**src/logic/imr_defs.svh**
```systemverilog
// Offsets, field positions, reset values and constants of the interrupt mask block.
`ifndef IMR_DEFS_SVH
`define IMR_DEFS_SVH

// Register indices; the byte address is four times the index.
`define IMR_IDX_CONV_MASK    16'h401C
`define IMR_IDX_PIN_MASK     16'h401D
`define IMR_IDX_WRITE_TALLY  16'h4020
`define IMR_IDX_TIME_UPPER   16'h4021
`define IMR_IDX_TIME_LOWER   16'h4022
`define IMR_IDX_CONV_STATUS  16'h4040
`define IMR_IDX_PIN_STATUS   16'h4041

// Field positions in the converter event mask and status registers.
`define IMR_BIT_HIGHCUR_CONV2    9
`define IMR_BIT_HIGHCUR_CONV1    8
`define IMR_BIT_OSC_STARTUP      7
`define IMR_BIT_UNDERVOLT_CONV4  3
`define IMR_BIT_UNDERVOLT_CONV3  2
`define IMR_BIT_UNDERVOLT_CONV2  1
`define IMR_BIT_UNDERVOLT_CONV1  0

// Field positions in the pin event mask and status registers.
`define IMR_BIT_PIN12_EVENT  11
`define IMR_BIT_PIN1_EVENT   0

// Implemented bits of each register pair; all other bits read as zero.
`define IMR_CONV_IMPL    16'h038F
`define IMR_PIN_IMPL     16'h0FFF

// Reset values: every implemented mask bit starts out masked.
`define IMR_CONV_MASK_RST   16'h038F
`define IMR_PIN_MASK_RST    16'h0FFF
`define IMR_STATUS_RST      16'h0000
`define IMR_TALLY_RST       16'h0000
`define IMR_TIME_RST        16'h0000

// Pseudo-random generator feeding the write tally.
`define IMR_LFSR_TAPS  16'hB400
`define IMR_LFSR_SEED  16'hACE1

`endif

```
**src/logic/imr_pkg.sv**
```systemverilog
// Types shared by the interrupt mask block.
package imr_pkg;

  // One 16-bit register word.
  typedef logic [15:0] imr_word_t;

  // Register selected by a decoded bus address.
  typedef enum logic [2:0] {
    IMR_SEL_NONE        = 3'h0,
    IMR_SEL_CONV_MASK   = 3'h1,
    IMR_SEL_PIN_MASK    = 3'h2,
    IMR_SEL_WRITE_TALLY = 3'h3,
    IMR_SEL_TIME_UPPER  = 3'h4,
    IMR_SEL_TIME_LOWER  = 3'h5,
    IMR_SEL_CONV_STATUS = 3'h6,
    IMR_SEL_PIN_STATUS  = 3'h7
  } imr_sel_t;

endpackage : imr_pkg

```
**src/logic/imr_lfsr.sv**
```systemverilog
// Free-running Galois shift register that supplies pseudo-random words.
`timescale 1ns/1ps
`include "imr_defs.svh"

module imr_lfsr #(
  parameter int             WIDTH = 16,
  parameter logic [WIDTH-1:0] TAPS  = `IMR_LFSR_TAPS,
  parameter logic [WIDTH-1:0] SEED  = `IMR_LFSR_SEED
) (
  input  wire logic             ref_clk,
  input  wire logic             resetn,
  output logic      [WIDTH-1:0] rand_word
);

  logic [WIDTH-1:0] state_r;
  logic [WIDTH-1:0] state_nxt;

  // Shift right and fold the feedback taps in when the low bit falls out.
  always_comb begin
    state_nxt = {1'b0, state_r[WIDTH-1:1]};
    if (state_r[0]) begin
      state_nxt = state_nxt ^ TAPS;
    end
  end

  // The seed is non-zero so the register never locks up.
  always_ff @(posedge ref_clk) begin
    if (!resetn) begin
      state_r <= SEED;
    end else begin
      state_r <= state_nxt;
    end
  end

  assign rand_word = state_r;

endmodule : imr_lfsr

```
**src/logic/imr_top.sv**
```systemverilog
// Interrupt mask, status and clock write tally registers behind an APB slave.
//
// Implementation choice: register access over APB.
`timescale 1ns/1ps
`include "imr_defs.svh"

module imr_top #(
  parameter int ADDR_W = 18,
  parameter int PIN_N  = 12
) (
  input  wire logic              ref_clk,
  input  wire logic              resetn,
  input  wire logic              psel,
  input  wire logic              penable,
  input  wire logic              pwrite,
  input  wire logic [ADDR_W-1:0] paddr,
  input  wire logic [31:0]       pwdata,
  input  wire logic [3:0]        pstrb,
  output logic      [31:0]       prdata,
  output logic                   pready,
  output logic                   pslverr,
  input  wire logic [15:0]       conv_event_in,
  input  wire logic [PIN_N-1:0]  pin_event_in,
  output logic      [31:0]       time_seconds,
  output logic                   irq
);

  localparam int IDX_W = ADDR_W - 2;

  imr_pkg::imr_word_t conv_mask_r;
  imr_pkg::imr_word_t pin_mask_r;
  imr_pkg::imr_word_t conv_status_r;
  imr_pkg::imr_word_t pin_status_r;
  imr_pkg::imr_word_t tally_r;
  imr_pkg::imr_word_t time_upper_r;
  imr_pkg::imr_word_t time_lower_r;
  imr_pkg::imr_word_t conv_events;
  imr_pkg::imr_word_t pin_events;
  imr_pkg::imr_word_t conv_clear;
  imr_pkg::imr_word_t pin_clear;
  imr_pkg::imr_word_t wr_word;
  imr_pkg::imr_word_t wr_lanes;
  imr_pkg::imr_word_t rd_word;
  imr_pkg::imr_word_t rand_word;
  imr_pkg::imr_sel_t  sel;
  logic [IDX_W-1:0]   idx;
  logic               setup_phase;
  logic               wr_commit;
  logic               time_write;
  logic [31:0]        prdata_r;
  logic               pready_r;
  logic               pslverr_r;
  logic               irq_r;
  logic [31:0]        time_r;

  // Random source for the clock write tally.
  imr_lfsr #(
    .WIDTH (16),
    .TAPS  (`IMR_LFSR_TAPS),
    .SEED  (`IMR_LFSR_SEED)
  ) u_lfsr (
    .ref_clk   (ref_clk),
    .resetn    (resetn),
    .rand_word (rand_word)
  );

  // Word index from the aligned byte address; the two low address bits are ignored.
  assign idx = paddr[ADDR_W-1:2];

  // Address decode into a register select.
  always_comb begin
    case (idx)
      IDX_W'(`IMR_IDX_CONV_MASK):   sel = imr_pkg::IMR_SEL_CONV_MASK;
      IDX_W'(`IMR_IDX_PIN_MASK):    sel = imr_pkg::IMR_SEL_PIN_MASK;
      IDX_W'(`IMR_IDX_WRITE_TALLY): sel = imr_pkg::IMR_SEL_WRITE_TALLY;
      IDX_W'(`IMR_IDX_TIME_UPPER):  sel = imr_pkg::IMR_SEL_TIME_UPPER;
      IDX_W'(`IMR_IDX_TIME_LOWER):  sel = imr_pkg::IMR_SEL_TIME_LOWER;
      IDX_W'(`IMR_IDX_CONV_STATUS): sel = imr_pkg::IMR_SEL_CONV_STATUS;
      IDX_W'(`IMR_IDX_PIN_STATUS):  sel = imr_pkg::IMR_SEL_PIN_STATUS;
      default:                      sel = imr_pkg::IMR_SEL_NONE;
    endcase
  end

  // Setup phase starts an access; the write lands at the edge that completes it.
  assign setup_phase = psel && !penable;
  assign wr_commit   = psel && penable && pready_r && pwrite && !pslverr_r;

  // Byte lanes pick which halves of the low word a write replaces.
  assign wr_lanes = {{8{pstrb[1]}}, {8{pstrb[0]}}};

  // Merge the written bytes into a word.
  function automatic imr_pkg::imr_word_t merge_lanes(
    input imr_pkg::imr_word_t old_word,
    input imr_pkg::imr_word_t new_word,
    input imr_pkg::imr_word_t lanes
  );
    merge_lanes = (old_word & ~lanes) | (new_word & lanes);
  endfunction : merge_lanes

  assign wr_word = pwdata[15:0];

  // Read multiplexer; unimplemented bits and the upper half read as zero.
  always_comb begin
    case (sel)
      imr_pkg::IMR_SEL_CONV_MASK:   rd_word = conv_mask_r;
      imr_pkg::IMR_SEL_PIN_MASK:    rd_word = pin_mask_r;
      imr_pkg::IMR_SEL_WRITE_TALLY: rd_word = tally_r;
      imr_pkg::IMR_SEL_TIME_UPPER:  rd_word = time_upper_r;
      imr_pkg::IMR_SEL_TIME_LOWER:  rd_word = time_lower_r;
      imr_pkg::IMR_SEL_CONV_STATUS: rd_word = conv_status_r;
      imr_pkg::IMR_SEL_PIN_STATUS:  rd_word = pin_status_r;
      default:                      rd_word = `IMR_STATUS_RST;
    endcase
  end

  // Bus answer: ready one cycle after setup, error for an unmapped address.
  always_ff @(posedge ref_clk) begin
    if (!resetn) begin
      pready_r  <= 1'b0;
      pslverr_r <= 1'b0;
      prdata_r  <= 32'h0000_0000;
    end else begin
      pready_r  <= setup_phase;
      pslverr_r <= setup_phase && (sel == imr_pkg::IMR_SEL_NONE);
      if (setup_phase && !pwrite) begin
        prdata_r <= {16'h0000, rd_word};
      end
    end
  end

  // Mask registers; only implemented bits are writable and all start masked.
  always_ff @(posedge ref_clk) begin
    if (!resetn) begin
      conv_mask_r <= `IMR_CONV_MASK_RST;
      pin_mask_r  <= `IMR_PIN_MASK_RST;
    end else if (wr_commit) begin
      if (sel == imr_pkg::IMR_SEL_CONV_MASK) begin
        conv_mask_r <= merge_lanes(conv_mask_r, wr_word, wr_lanes) & `IMR_CONV_IMPL;
      end
      if (sel == imr_pkg::IMR_SEL_PIN_MASK) begin
        pin_mask_r <= merge_lanes(pin_mask_r, wr_word, wr_lanes) & `IMR_PIN_IMPL;
      end
    end
  end

  // Event vectors placed at the documented field positions.
  always_comb begin
    conv_events = `IMR_STATUS_RST;
    conv_events[`IMR_BIT_HIGHCUR_CONV2]   = conv_event_in[`IMR_BIT_HIGHCUR_CONV2];
    conv_events[`IMR_BIT_HIGHCUR_CONV1]   = conv_event_in[`IMR_BIT_HIGHCUR_CONV1];
    conv_events[`IMR_BIT_OSC_STARTUP]     = conv_event_in[`IMR_BIT_OSC_STARTUP];
    conv_events[`IMR_BIT_UNDERVOLT_CONV4] = conv_event_in[`IMR_BIT_UNDERVOLT_CONV4];
    conv_events[`IMR_BIT_UNDERVOLT_CONV3] = conv_event_in[`IMR_BIT_UNDERVOLT_CONV3];
    conv_events[`IMR_BIT_UNDERVOLT_CONV2] = conv_event_in[`IMR_BIT_UNDERVOLT_CONV2];
    conv_events[`IMR_BIT_UNDERVOLT_CONV1] = conv_event_in[`IMR_BIT_UNDERVOLT_CONV1];
    pin_events = `IMR_STATUS_RST;
    pin_events[PIN_N-1:0] = pin_event_in;
    pin_events = pin_events & `IMR_PIN_IMPL;
  end

  // Write-one-to-clear strobes for the status registers.
  always_comb begin
    conv_clear = `IMR_STATUS_RST;
    pin_clear  = `IMR_STATUS_RST;
    if (wr_commit && sel == imr_pkg::IMR_SEL_CONV_STATUS) begin
      conv_clear = wr_word & wr_lanes;
    end
    if (wr_commit && sel == imr_pkg::IMR_SEL_PIN_STATUS) begin
      pin_clear = wr_word & wr_lanes;
    end
  end

  // Sticky status bits record every event, masked or not; a set beats a clear.
  for (genvar b = 0; b < 16; b++) begin : g_status
    always_ff @(posedge ref_clk) begin
      if (!resetn) begin
        conv_status_r[b] <= 1'b0;
        pin_status_r[b]  <= 1'b0;
      end else begin
        conv_status_r[b] <= conv_events[b] || (conv_status_r[b] && !conv_clear[b]);
        pin_status_r[b]  <= pin_events[b] || (pin_status_r[b] && !pin_clear[b]);
      end
    end
  end

  // Interrupt line is high while a pending bit has its mask clear.
  always_ff @(posedge ref_clk) begin
    if (!resetn) begin
      irq_r <= 1'b0;
    end else begin
      irq_r <= |(conv_status_r & ~conv_mask_r) || |(pin_status_r & ~pin_mask_r);
    end
  end

  // Either half of the seconds count being written counts as a time write.
  assign time_write = wr_commit && (sel == imr_pkg::IMR_SEL_TIME_UPPER ||
                                    sel == imr_pkg::IMR_SEL_TIME_LOWER);

  // Seconds count halves, upper half at the lower index.
  always_ff @(posedge ref_clk) begin
    if (!resetn) begin
      time_upper_r <= `IMR_TIME_RST;
      time_lower_r <= `IMR_TIME_RST;
    end else if (wr_commit) begin
      if (sel == imr_pkg::IMR_SEL_TIME_UPPER) begin
        time_upper_r <= merge_lanes(time_upper_r, wr_word, wr_lanes);
      end
      if (sel == imr_pkg::IMR_SEL_TIME_LOWER) begin
        time_lower_r <= merge_lanes(time_lower_r, wr_word, wr_lanes);
      end
    end
  end

  // Tally takes a fresh pseudo-random value on every time write.
  always_ff @(posedge ref_clk) begin
    if (!resetn) begin
      tally_r <= `IMR_TALLY_RST;
    end else if (time_write) begin
      tally_r <= rand_word;
    end
  end

  // The full seconds value is offered to the time keeping logic from a flop.
  always_ff @(posedge ref_clk) begin
    if (!resetn) begin
      time_r <= 32'h0000_0000;
    end else begin
      time_r <= {time_upper_r, time_lower_r};
    end
  end

  assign prdata       = prdata_r;
  assign pready       = pready_r;
  assign pslverr      = pslverr_r;
  assign irq          = irq_r;
  assign time_seconds = time_r;

endmodule : imr_top

```
**config.mk**
```make
export PLATFORM = sky130hd
export DESIGN_NAME = imr_top
export DESIGN_NICKNAME = d
export VERILOG_FILES = /design/src/logic/imr_pkg.sv /design/src/logic/imr_lfsr.sv /design/src/logic/imr_top.sv
export VERILOG_INCLUDE_DIRS = /design/src /design/src/logic
export SDC_FILE = /design/constraint.sdc
export NUM_CORES = 1
export LEC_CHECK = 0
export BUFFER_PORTS_ARGS = -buffer_cell sky130_fd_sc_hd__buf_4
export CORE_AREA = 2 2 144 146
export CTS_CLUSTER_SIZE = 28
export DETAILED_ROUTE_END_ITERATION = 7
export DIE_AREA = 0 0 146 148
export GPL_ROUTABILITY_DRIVEN = 0
export RECOVER_POWER = 50
export SYNTH_ARGS = -nofsm -noshare
export SYNTH_HDL_FRONTEND = slang
export SYNTH_SLANG_ARGS = --single-unit
```
**constraint.sdc**
```tcl
create_clock -name ref_clk -period 2.57 [get_ports ref_clk]
set_input_delay 0.3855 -clock ref_clk [delete_from_list [all_inputs] [get_ports ref_clk]]
set_output_delay 0.3855 -clock ref_clk [all_outputs]
set_load 0.02 [all_outputs]
```
==> impl_metrics.py, run 1 <==
metrics = {
    "final_layout": {
        "n_antenna_cell": 0,
        "multi_input_comb_area_um2": 3241,
        "regArea_um2": 3323,
        "fin_cells": 1156,
        "fillCellCount": 2058,
        "area_growth_syn_to_layout_pct": 26.02,
        "utilization": 0.4348,
        "fin_nets": 960,
        "drive_gt1_frac": 0.1851,
    },
    "logic_synthesis": {
        "synth_area_um2": 6914,
        "synth_edf_count": 0,
        "yosys.area_share.xor_xnor": 0.005067,
        "ys.warnings.count": 0,
        "synthFlopType": "dfxtp_1",
        "synth_top_family_by_area": "simple AND/OR/NAND/NOR gates",
        "synthMuxAreaShare": 0.1033,
        "synthCells": 729,
        "seq_area_frac_synth": 0.4806,
        "avgSynthCellArea_um2": 9.484,
        "ys_seq_elements": 166,
        "synthAdderAreaFrac": 0,
        "synthArstFlopShare": 0,
        "synthSimpleGateAreaFrac": 0.1927,
        "synth_cell_types": 53,
        "synth_compound_area_frac": 0.1576,
    },
    "placement": {
        "io_buffers": 108,
        "hpwl_mm": 14.88,
        "numPlacedInstances": 1124,
        "pre_cts_ws_ns": -0.08989,
    },
    "route": {
        "vias_per_cell": 4.937,
        "post_drt_wl_per_cell_um": 17.24,
        "drt_wl_total_mm": 19.93,
        "num_vias": 5707,
        "drt_iter0_markers": 441,
        "dr.pass1.iters": 5,
        "post-route-drc-count": 0,
        "final_antenna_net_count": 0,
    },
    "grt": {
        "grt_overflow": 0,
        "grt_use_total": 0.1880,
        "antenna_found_initial": 0,
        "grt_pass1_wl_mm": 31.18,
        "first_global_vias": 5421,
        "grt_max_degree": 149,
    },
    "sta": {
        "worstMarginPinSlew_ns": 1.327,
        "setup_tns_ns": 0,
        "slew_headroom": 0.1154,
        "slew_viol_final": 0,
        "fmax_mhz": 436.7,
        "hold_viol_final": 0,
        "setup_viol": 0,
        "rsz0062_at_grt": "false",
        "skew_ns": 0.007758,
        "setup_ws_ns": 0.2799,
        "min_period_ns": 2.290,
        "period_share": 0.8911,
    },
    "floorplanning": {
        "ios": 154,
        "dieArea_um2": 21610,
        "fp.dieW_um": 146,
        "row_count": 52,
        "core_region_area_um2": 20040,
        "start_util": 0.3450,
        "die_y_um": 148,
    },
    "cts": {
        "cts_root_buf": "clkbuf_16",
        "ctsHoldBuffers": 0,
        "cts_num_sinks": 166,
        "clk_latency_ns": 0.43,
        "post-cts-setup-buffer-count": 0,
        "clk_pin_slew_ns": 0.07,
        "tritoncts": "built",
        "cts.path.max_buffers": 2,
        "h-tree-depth": 4,
        "cts_buffers": 17,
        "post_cts_resized": 0,
    },
    "critical_path": {
        "crit_chain": "buf_4 > or4_4 > buf_4 > buf_4 > nor2_1 > clkbuf_1 > mux2_2 > a221oi_1 > o31ai_1",
        "critPathSlowestCell": "or4_4",
        "max_stage_delay_ns": 0.54,
        "endpoint_kind": "flip-flop",
        "worstPathArrival_ns": 2.59,
        "worst_setup_path_start_kind": "primary input",
        "critical_path_class": "primary input to flip-flop",
        "worstPathRequired_ns": 2.87,
        "path_max_fanout": 5,
        "cp_common_cell": "buf_4",
    },
    "min_path": {
        "hold_path.class": "primary input to flip-flop",
    },
    "power": {
        "peakVddDrop_uv": 387.5,
        "powerDensity_nw_per_um2": 633.4,
        "cellLeakagePower_nw": 3.511,
    },
    "outcome": {
        "status": "finished clean",
    },
    "flow_run": {
        "cap_violations": 0,
    },
}
==> kinds of logic (layout without fill, tap and decap cells) <==
| logic type | count (synthesis) | after routing |
|---|---|---|
| muxes | 70 | 70 |
| AOI/OAI and AO/OA | 169 | 169 |
| and+or+nand+nor | 233 | 233 |
| DFF | 166 | 166 |
| xor gates and xnor gates | 4 | 4 |
| other | 1 | 16 |
| buffers and inverters | 86 | 228 |
==> power breakdown <==
part	switching, mW	internal [mW]	total, mW
Combinational	0.164	0.127	0.291
Sequential	0.0284	2.61	2.64
Clock	1.13	1.46	2.59
==> metal layers <==
metal / wire, um / part of all wire / global-route usage
met5: 0 / 0 / 0
met2: 8682 / 0.44 / 0.2870
met4: 575 / 0.029 / 0.06845
met3: 1086 / 0.055 / 0.03735
met1: 9581 / 0.48 / 0.2642
==> synth_stat cells, drive strengths merged, types with 2 or more instances <==
cell / instances / area, um^2
dfxtp: 166 / 3323
nand2: 60 / 227.7
mux2i: 59 / 590.6
o21ai: 49 / 245.2
nor2b: 48 / 300.3
and2: 41 / 256.5
a21oi: 37 / 185.2
inv: 33 / 123.9
clkbuf: 28 / 105.1
buf: 25 / 186.4
nand3: 21 / 105.1
nor2: 15 / 58.81
o21a: 13 / 97.59
a221oi: 12 / 105.1
a31oi: 12 / 75.07
mux2: 11 / 123.9
nor3: 11 / 88.84
a2111oi: 10 / 106.4
nand2b: 9 / 56.30
o211ai: 7 / 52.55
nor4: 6 / 37.54
o31a: 6 / 52.55
a22oi: 5 / 37.54
and3: 5 / 31.28
o22ai: 5 / 31.28
o31ai: 5 / 37.54
a21boi: 3 / 22.52
or3: 3 / 18.77
xnor2: 3 / 26.28
and3b: 2 / 17.52
nand3b: 2 / 15.01
nor3b: 2 / 37.54
nor4b: 2 / 23.77
or4: 2 / 22.52
==> critical path: cells and delay by family <==
family,cells,cell delay (ns)
simple gates,2,0.65
mux,1,0.38
compound gates,2,0.43
buf+inv,4,0.75
==> layout by cell type, fill, tap and decap left out, types with 4 or more instances in the layout <==
master / netlist / final
dfxtp_1: 166 / 166
buf_4: 17 / 100
nand2_1: 59 / 59
mux2i_1: 59 / 59
clkbuf_1: 28 / 56
nor2b_1: 48 / 48
o21ai_0: 47 / 47
a21oi_1: 37 / 37
inv_1: 33 / 33
and2_1: 41 / 27
nand3_1: 21 / 21
clkbuf_16: 0 / 17
conb_1: 1 / 16
and2_0: 0 / 14
nor2_1: 14 / 13
o21a_1: 13 / 13
a221oi_1: 12 / 12
a31oi_1: 12 / 12
mux2_2: 11 / 11
nand2b_1: 9 / 9
a2111oi_0: 9 / 9
nor3_1: 8 / 8
o211ai_1: 7 / 7
o31a_1: 6 / 6
buf_12: 0 / 6
and3_1: 5 / 5
nor4_1: 6 / 5
o31ai_1: 5 / 5
a22oi_1: 5 / 5
o22ai_1: 5 / 5
clkinv_4: 0 / 4
==> stage by stage <==
stage / power, mW / instance area (um^2) / hold slack [ns]
5_1_grt: 5.687 / 8713 / 0.1545
6_report: 5.519 / 8713 / 0.1592
4_1_cts: 5.550 / 8936 / 0.1526
2_1_floorplan: 2.844 / 6970 / 0.4106
3_3_place_gp: 2.989 / 8337 / 0.4297
3_5_place_dp: 2.992 / 8337 / 0.4308
==> path summary, 6_finish.rpt <==
kind                            slack [ns]  depth (start not counted)                             end                            from
worst max-delay path                  0.28                          9         prdata[15]$_SDFFE_PN0P_                        paddr[6]
worst min-delay path                  0.16                          2     conv_status_r[3]$_SDFF_PN0_                conv_event_in[3]
worst max register to register        0.45                          7                       flip-flop               pready$_SDFF_PN0_
worst min register to register        0.45                          1  u_lfsr.rand_word[7]$_SDFF_PN1_  u_lfsr.rand_word[8]$_SDFF_PN0_
==> final cells by class <==
cell class / instances / area share
sequential: 166 / 0.3814
multi-input combinational: 492 / 0.3719
timing repair buffer: 163 / 0.1249
clock buffer: 17 / 0.04882
tap: 270 / 0.03877
clock inverter: 15 / 0.01996
inverter: 33 / 0.01422
(Power assumes the default switching activity.)
==> inputs of run 2 (changes only) <==
- BUFFER_PORTS_ARGS: -buffer_cell sky130_fd_sc_hd__buf_4 -> -buffer_cell sky130_fd_sc_hd__buf_2
- SETUP_SLACK_MARGIN: default -> 0.02
==> run 2 against run 1 <==
Critical path depth is the same. Sequential cell count stayed put. Non-clock buffer count shrank 2. Global-route usage down 0.31 points. Worst setup slack gained 0.031 ns. Clock power shrank 2%. First-iteration DRC count shrank 14%. Via count shrank 1.5%. Cell area fell by 1.8%. Critical path type unchanged. Largest power group unchanged.
==> impl_metrics.py, run 2 (synthesis gave the netlist of run 1 again) <==
metrics = {
    "route": {
        "wl_met2_mm": 8.840,
        "topRoutingLayerUsed": "met4",
        "vias_per_cell": 4.873,
        "post_drt_wl_per_cell_um": 17.07,
        "met3_wirelength_mm": 1.064,
        "routedLengthMet1_mm": 9.365,
        "post-route-drc-count": 0,
        "drt_wl_total_mm": 19.69,
        "dr.pass1.iters": 5,
        "final_antenna_net_count": 0,
        "num_vias": 5624,
        "drt_iter0_markers": 380,
    },
    "critical_path": {
        "worst_setup_path_start_kind": "primary input",
        "critical_path_class": "primary input to flip-flop",
        "critPathSlowestCell": "or4_4",
        "crit_chain": "buf_2 > or4_4 > buf_4 > a21oi_1 > nor2_2 > mux2_2 > a2111oi_0 > buf_4 > o21ai_1",
        "max_stage_delay_ns": 0.54,
        "path_max_fanout": 5,
        "worstPathRequired_ns": 2.85,
        "endpoint_kind": "flip-flop",
        "worstPathArrival_ns": 2.54,
        "r2r_slack_ns": 0.68,
        "cp_common_cell": "buf_4",
    },
    "grt": {
        "grt_overflow": 0,
        "antenna_found_initial": 0,
        "grt_pass1_wl_mm": 30.74,
        "grt_max_degree": 149,
        "first_global_vias": 5461,
        "grt_use_total": 0.1850,
    },
    "power": {
        "p_clk_frac": 0.465,
        "p_switching_mw": 1.260,
        "p_total_mw": 5.439,
        "switching_share": 0.2317,
        "p_int_mw": 4.179,
        "seqPwrFrac": 0.485,
        "p_comb_frac": 0.049,
        "powerDensity_nw_per_um2": 635.9,
        "cellLeakagePower_nw": 3.443,
        "peakVddDrop_uv": 319.7,
    },
    "floorplanning": {
        "die_y_um": 148,
        "ios": 154,
        "fp.dieW_um": 146,
        "row_count": 52,
        "start_util": 0.3450,
        "core_region_area_um2": 20040,
        "dieArea_um2": 21610,
    },
    "sta": {
        "min_period_ns": 2.259,
        "worstMarginPinSlew_ns": 1.336,
        "period_share": 0.8790,
        "slew_headroom": 0.1095,
        "hold_viol_final": 0,
        "skew_ns": 0.006515,
        "setup_viol": 0,
        "slew_viol_final": 0,
        "rsz0062_at_grt": "false",
        "hold_slack_ns": 0.1765,
        "fmax_mhz": 442.7,
    },
    "final_layout": {
        "area_growth_syn_to_layout_pct": 23.71,
        "drive_gt1_frac": 0.1833,
        "layout_common_cells": "166 x dfxtp_1, 59 x nand2_1, 59 x mux2i_1",
        "fin_nets": 958,
        "utilization": 0.4268,
        "layout_commonest_cell": "dfxtp_1",
        "fillCellCount": 2070,
        "n_antenna_cell": 0,
    },
    "cts": {
        "cts_num_sinks": 166,
        "cts_root_buf": "clkbuf_16",
        "h-tree-depth": 4,
        "post-cts-setup-buffer-count": 0,
        "ctsHoldBuffers": 0,
        "post_cts_resized": 0,
        "clk_latency_ns": 0.42,
        "cts.path.max_buffers": 2,
        "clk_pin_slew_ns": 0.06,
        "cts_buffers": 17,
        "tritoncts": "built",
    },
    "placement": {
        "hpwl_mm": 14.58,
        "io_buffers": 108,
    },
    "min_path": {
        "hold_path.class": "primary input to flip-flop",
    },
    "flow_run": {
        "cap_violations": 0,
    },
    "outcome": {
        "status": "finished clean",
    },
}
## run 2: power by group through the flow
stage / logic, mW / registers, mW / clock network (mW)
after global placement: 0.266 / 2.70 / 0
after global routing: 0.294 / 2.64 / 2.68
after detailed placement: 0.268 / 2.70 / 0
after floorplan: 0.156 / 2.69 / 0
final: 0.267 / 2.64 / 2.53
after CTS: 0.269 / 2.64 / 2.57
## run 2: metal layers
layer	vias to the layer above	track usage
li1	2808	-
met1	2624	0.2558
met2	168	0.2884
met3	24	0.03549
met4	0	0.06748
met5	-	0
## run 2: final timing paths
kind              cells after the start                             from                               to
setup / recovery                      9                         paddr[6]           prdata[8]$_SDFFE_PN0P_
hold / removal                        2                 conv_event_in[3]      conv_status_r[3]$_SDFF_PN0_
setup reg to reg                      8                pready$_SDFF_PN0_                        flip-flop
hold reg to reg                       1  u_lfsr.rand_word[12]$_SDFF_PN0_  u_lfsr.rand_word[11]$_SDFF_PN1_
## run 2: area by class of cell
type	count	area [um^2]	share of cell area
Multi-Input combinational cell	492	3241	0.3789
Inverter	33	123.9	0.01448
Tap cell	270	337.8	0.03950
Clock inverter	14	152.6	0.01785
Clock buffer	18	439.2	0.05135
Timing Repair Buffer	161	935.9	0.1094
Sequential cell	166	3323	0.3885
## run 2: metrics by stage
stage | instances | setup slack [ns] | cell area, um^2 | TNS [ns]
final | 1154 | 0.3110 | 8553 | 0
after global routing | 1154 | 0.06783 | 8553 | 0
after CTS | 1154 | 0.3076 | 8646 | 0
after detailed placement | 1122 | -0.1263 | 8054 | -3.000
after global placement | 1122 | -0.06892 | 8054 | -2.524
after floorplan | 744 | 0.09226 | 6970 | 0
## run 2: worst max-delay path, delay by kind of cell
family | cells | cell delay (ns)
AO/OA/AOI/OAI | 3 | 0.75
AND/OR/NAND/NOR | 2 | 0.65
buffers and inverters | 3 | 0.47
multiplexers | 1 | 0.28
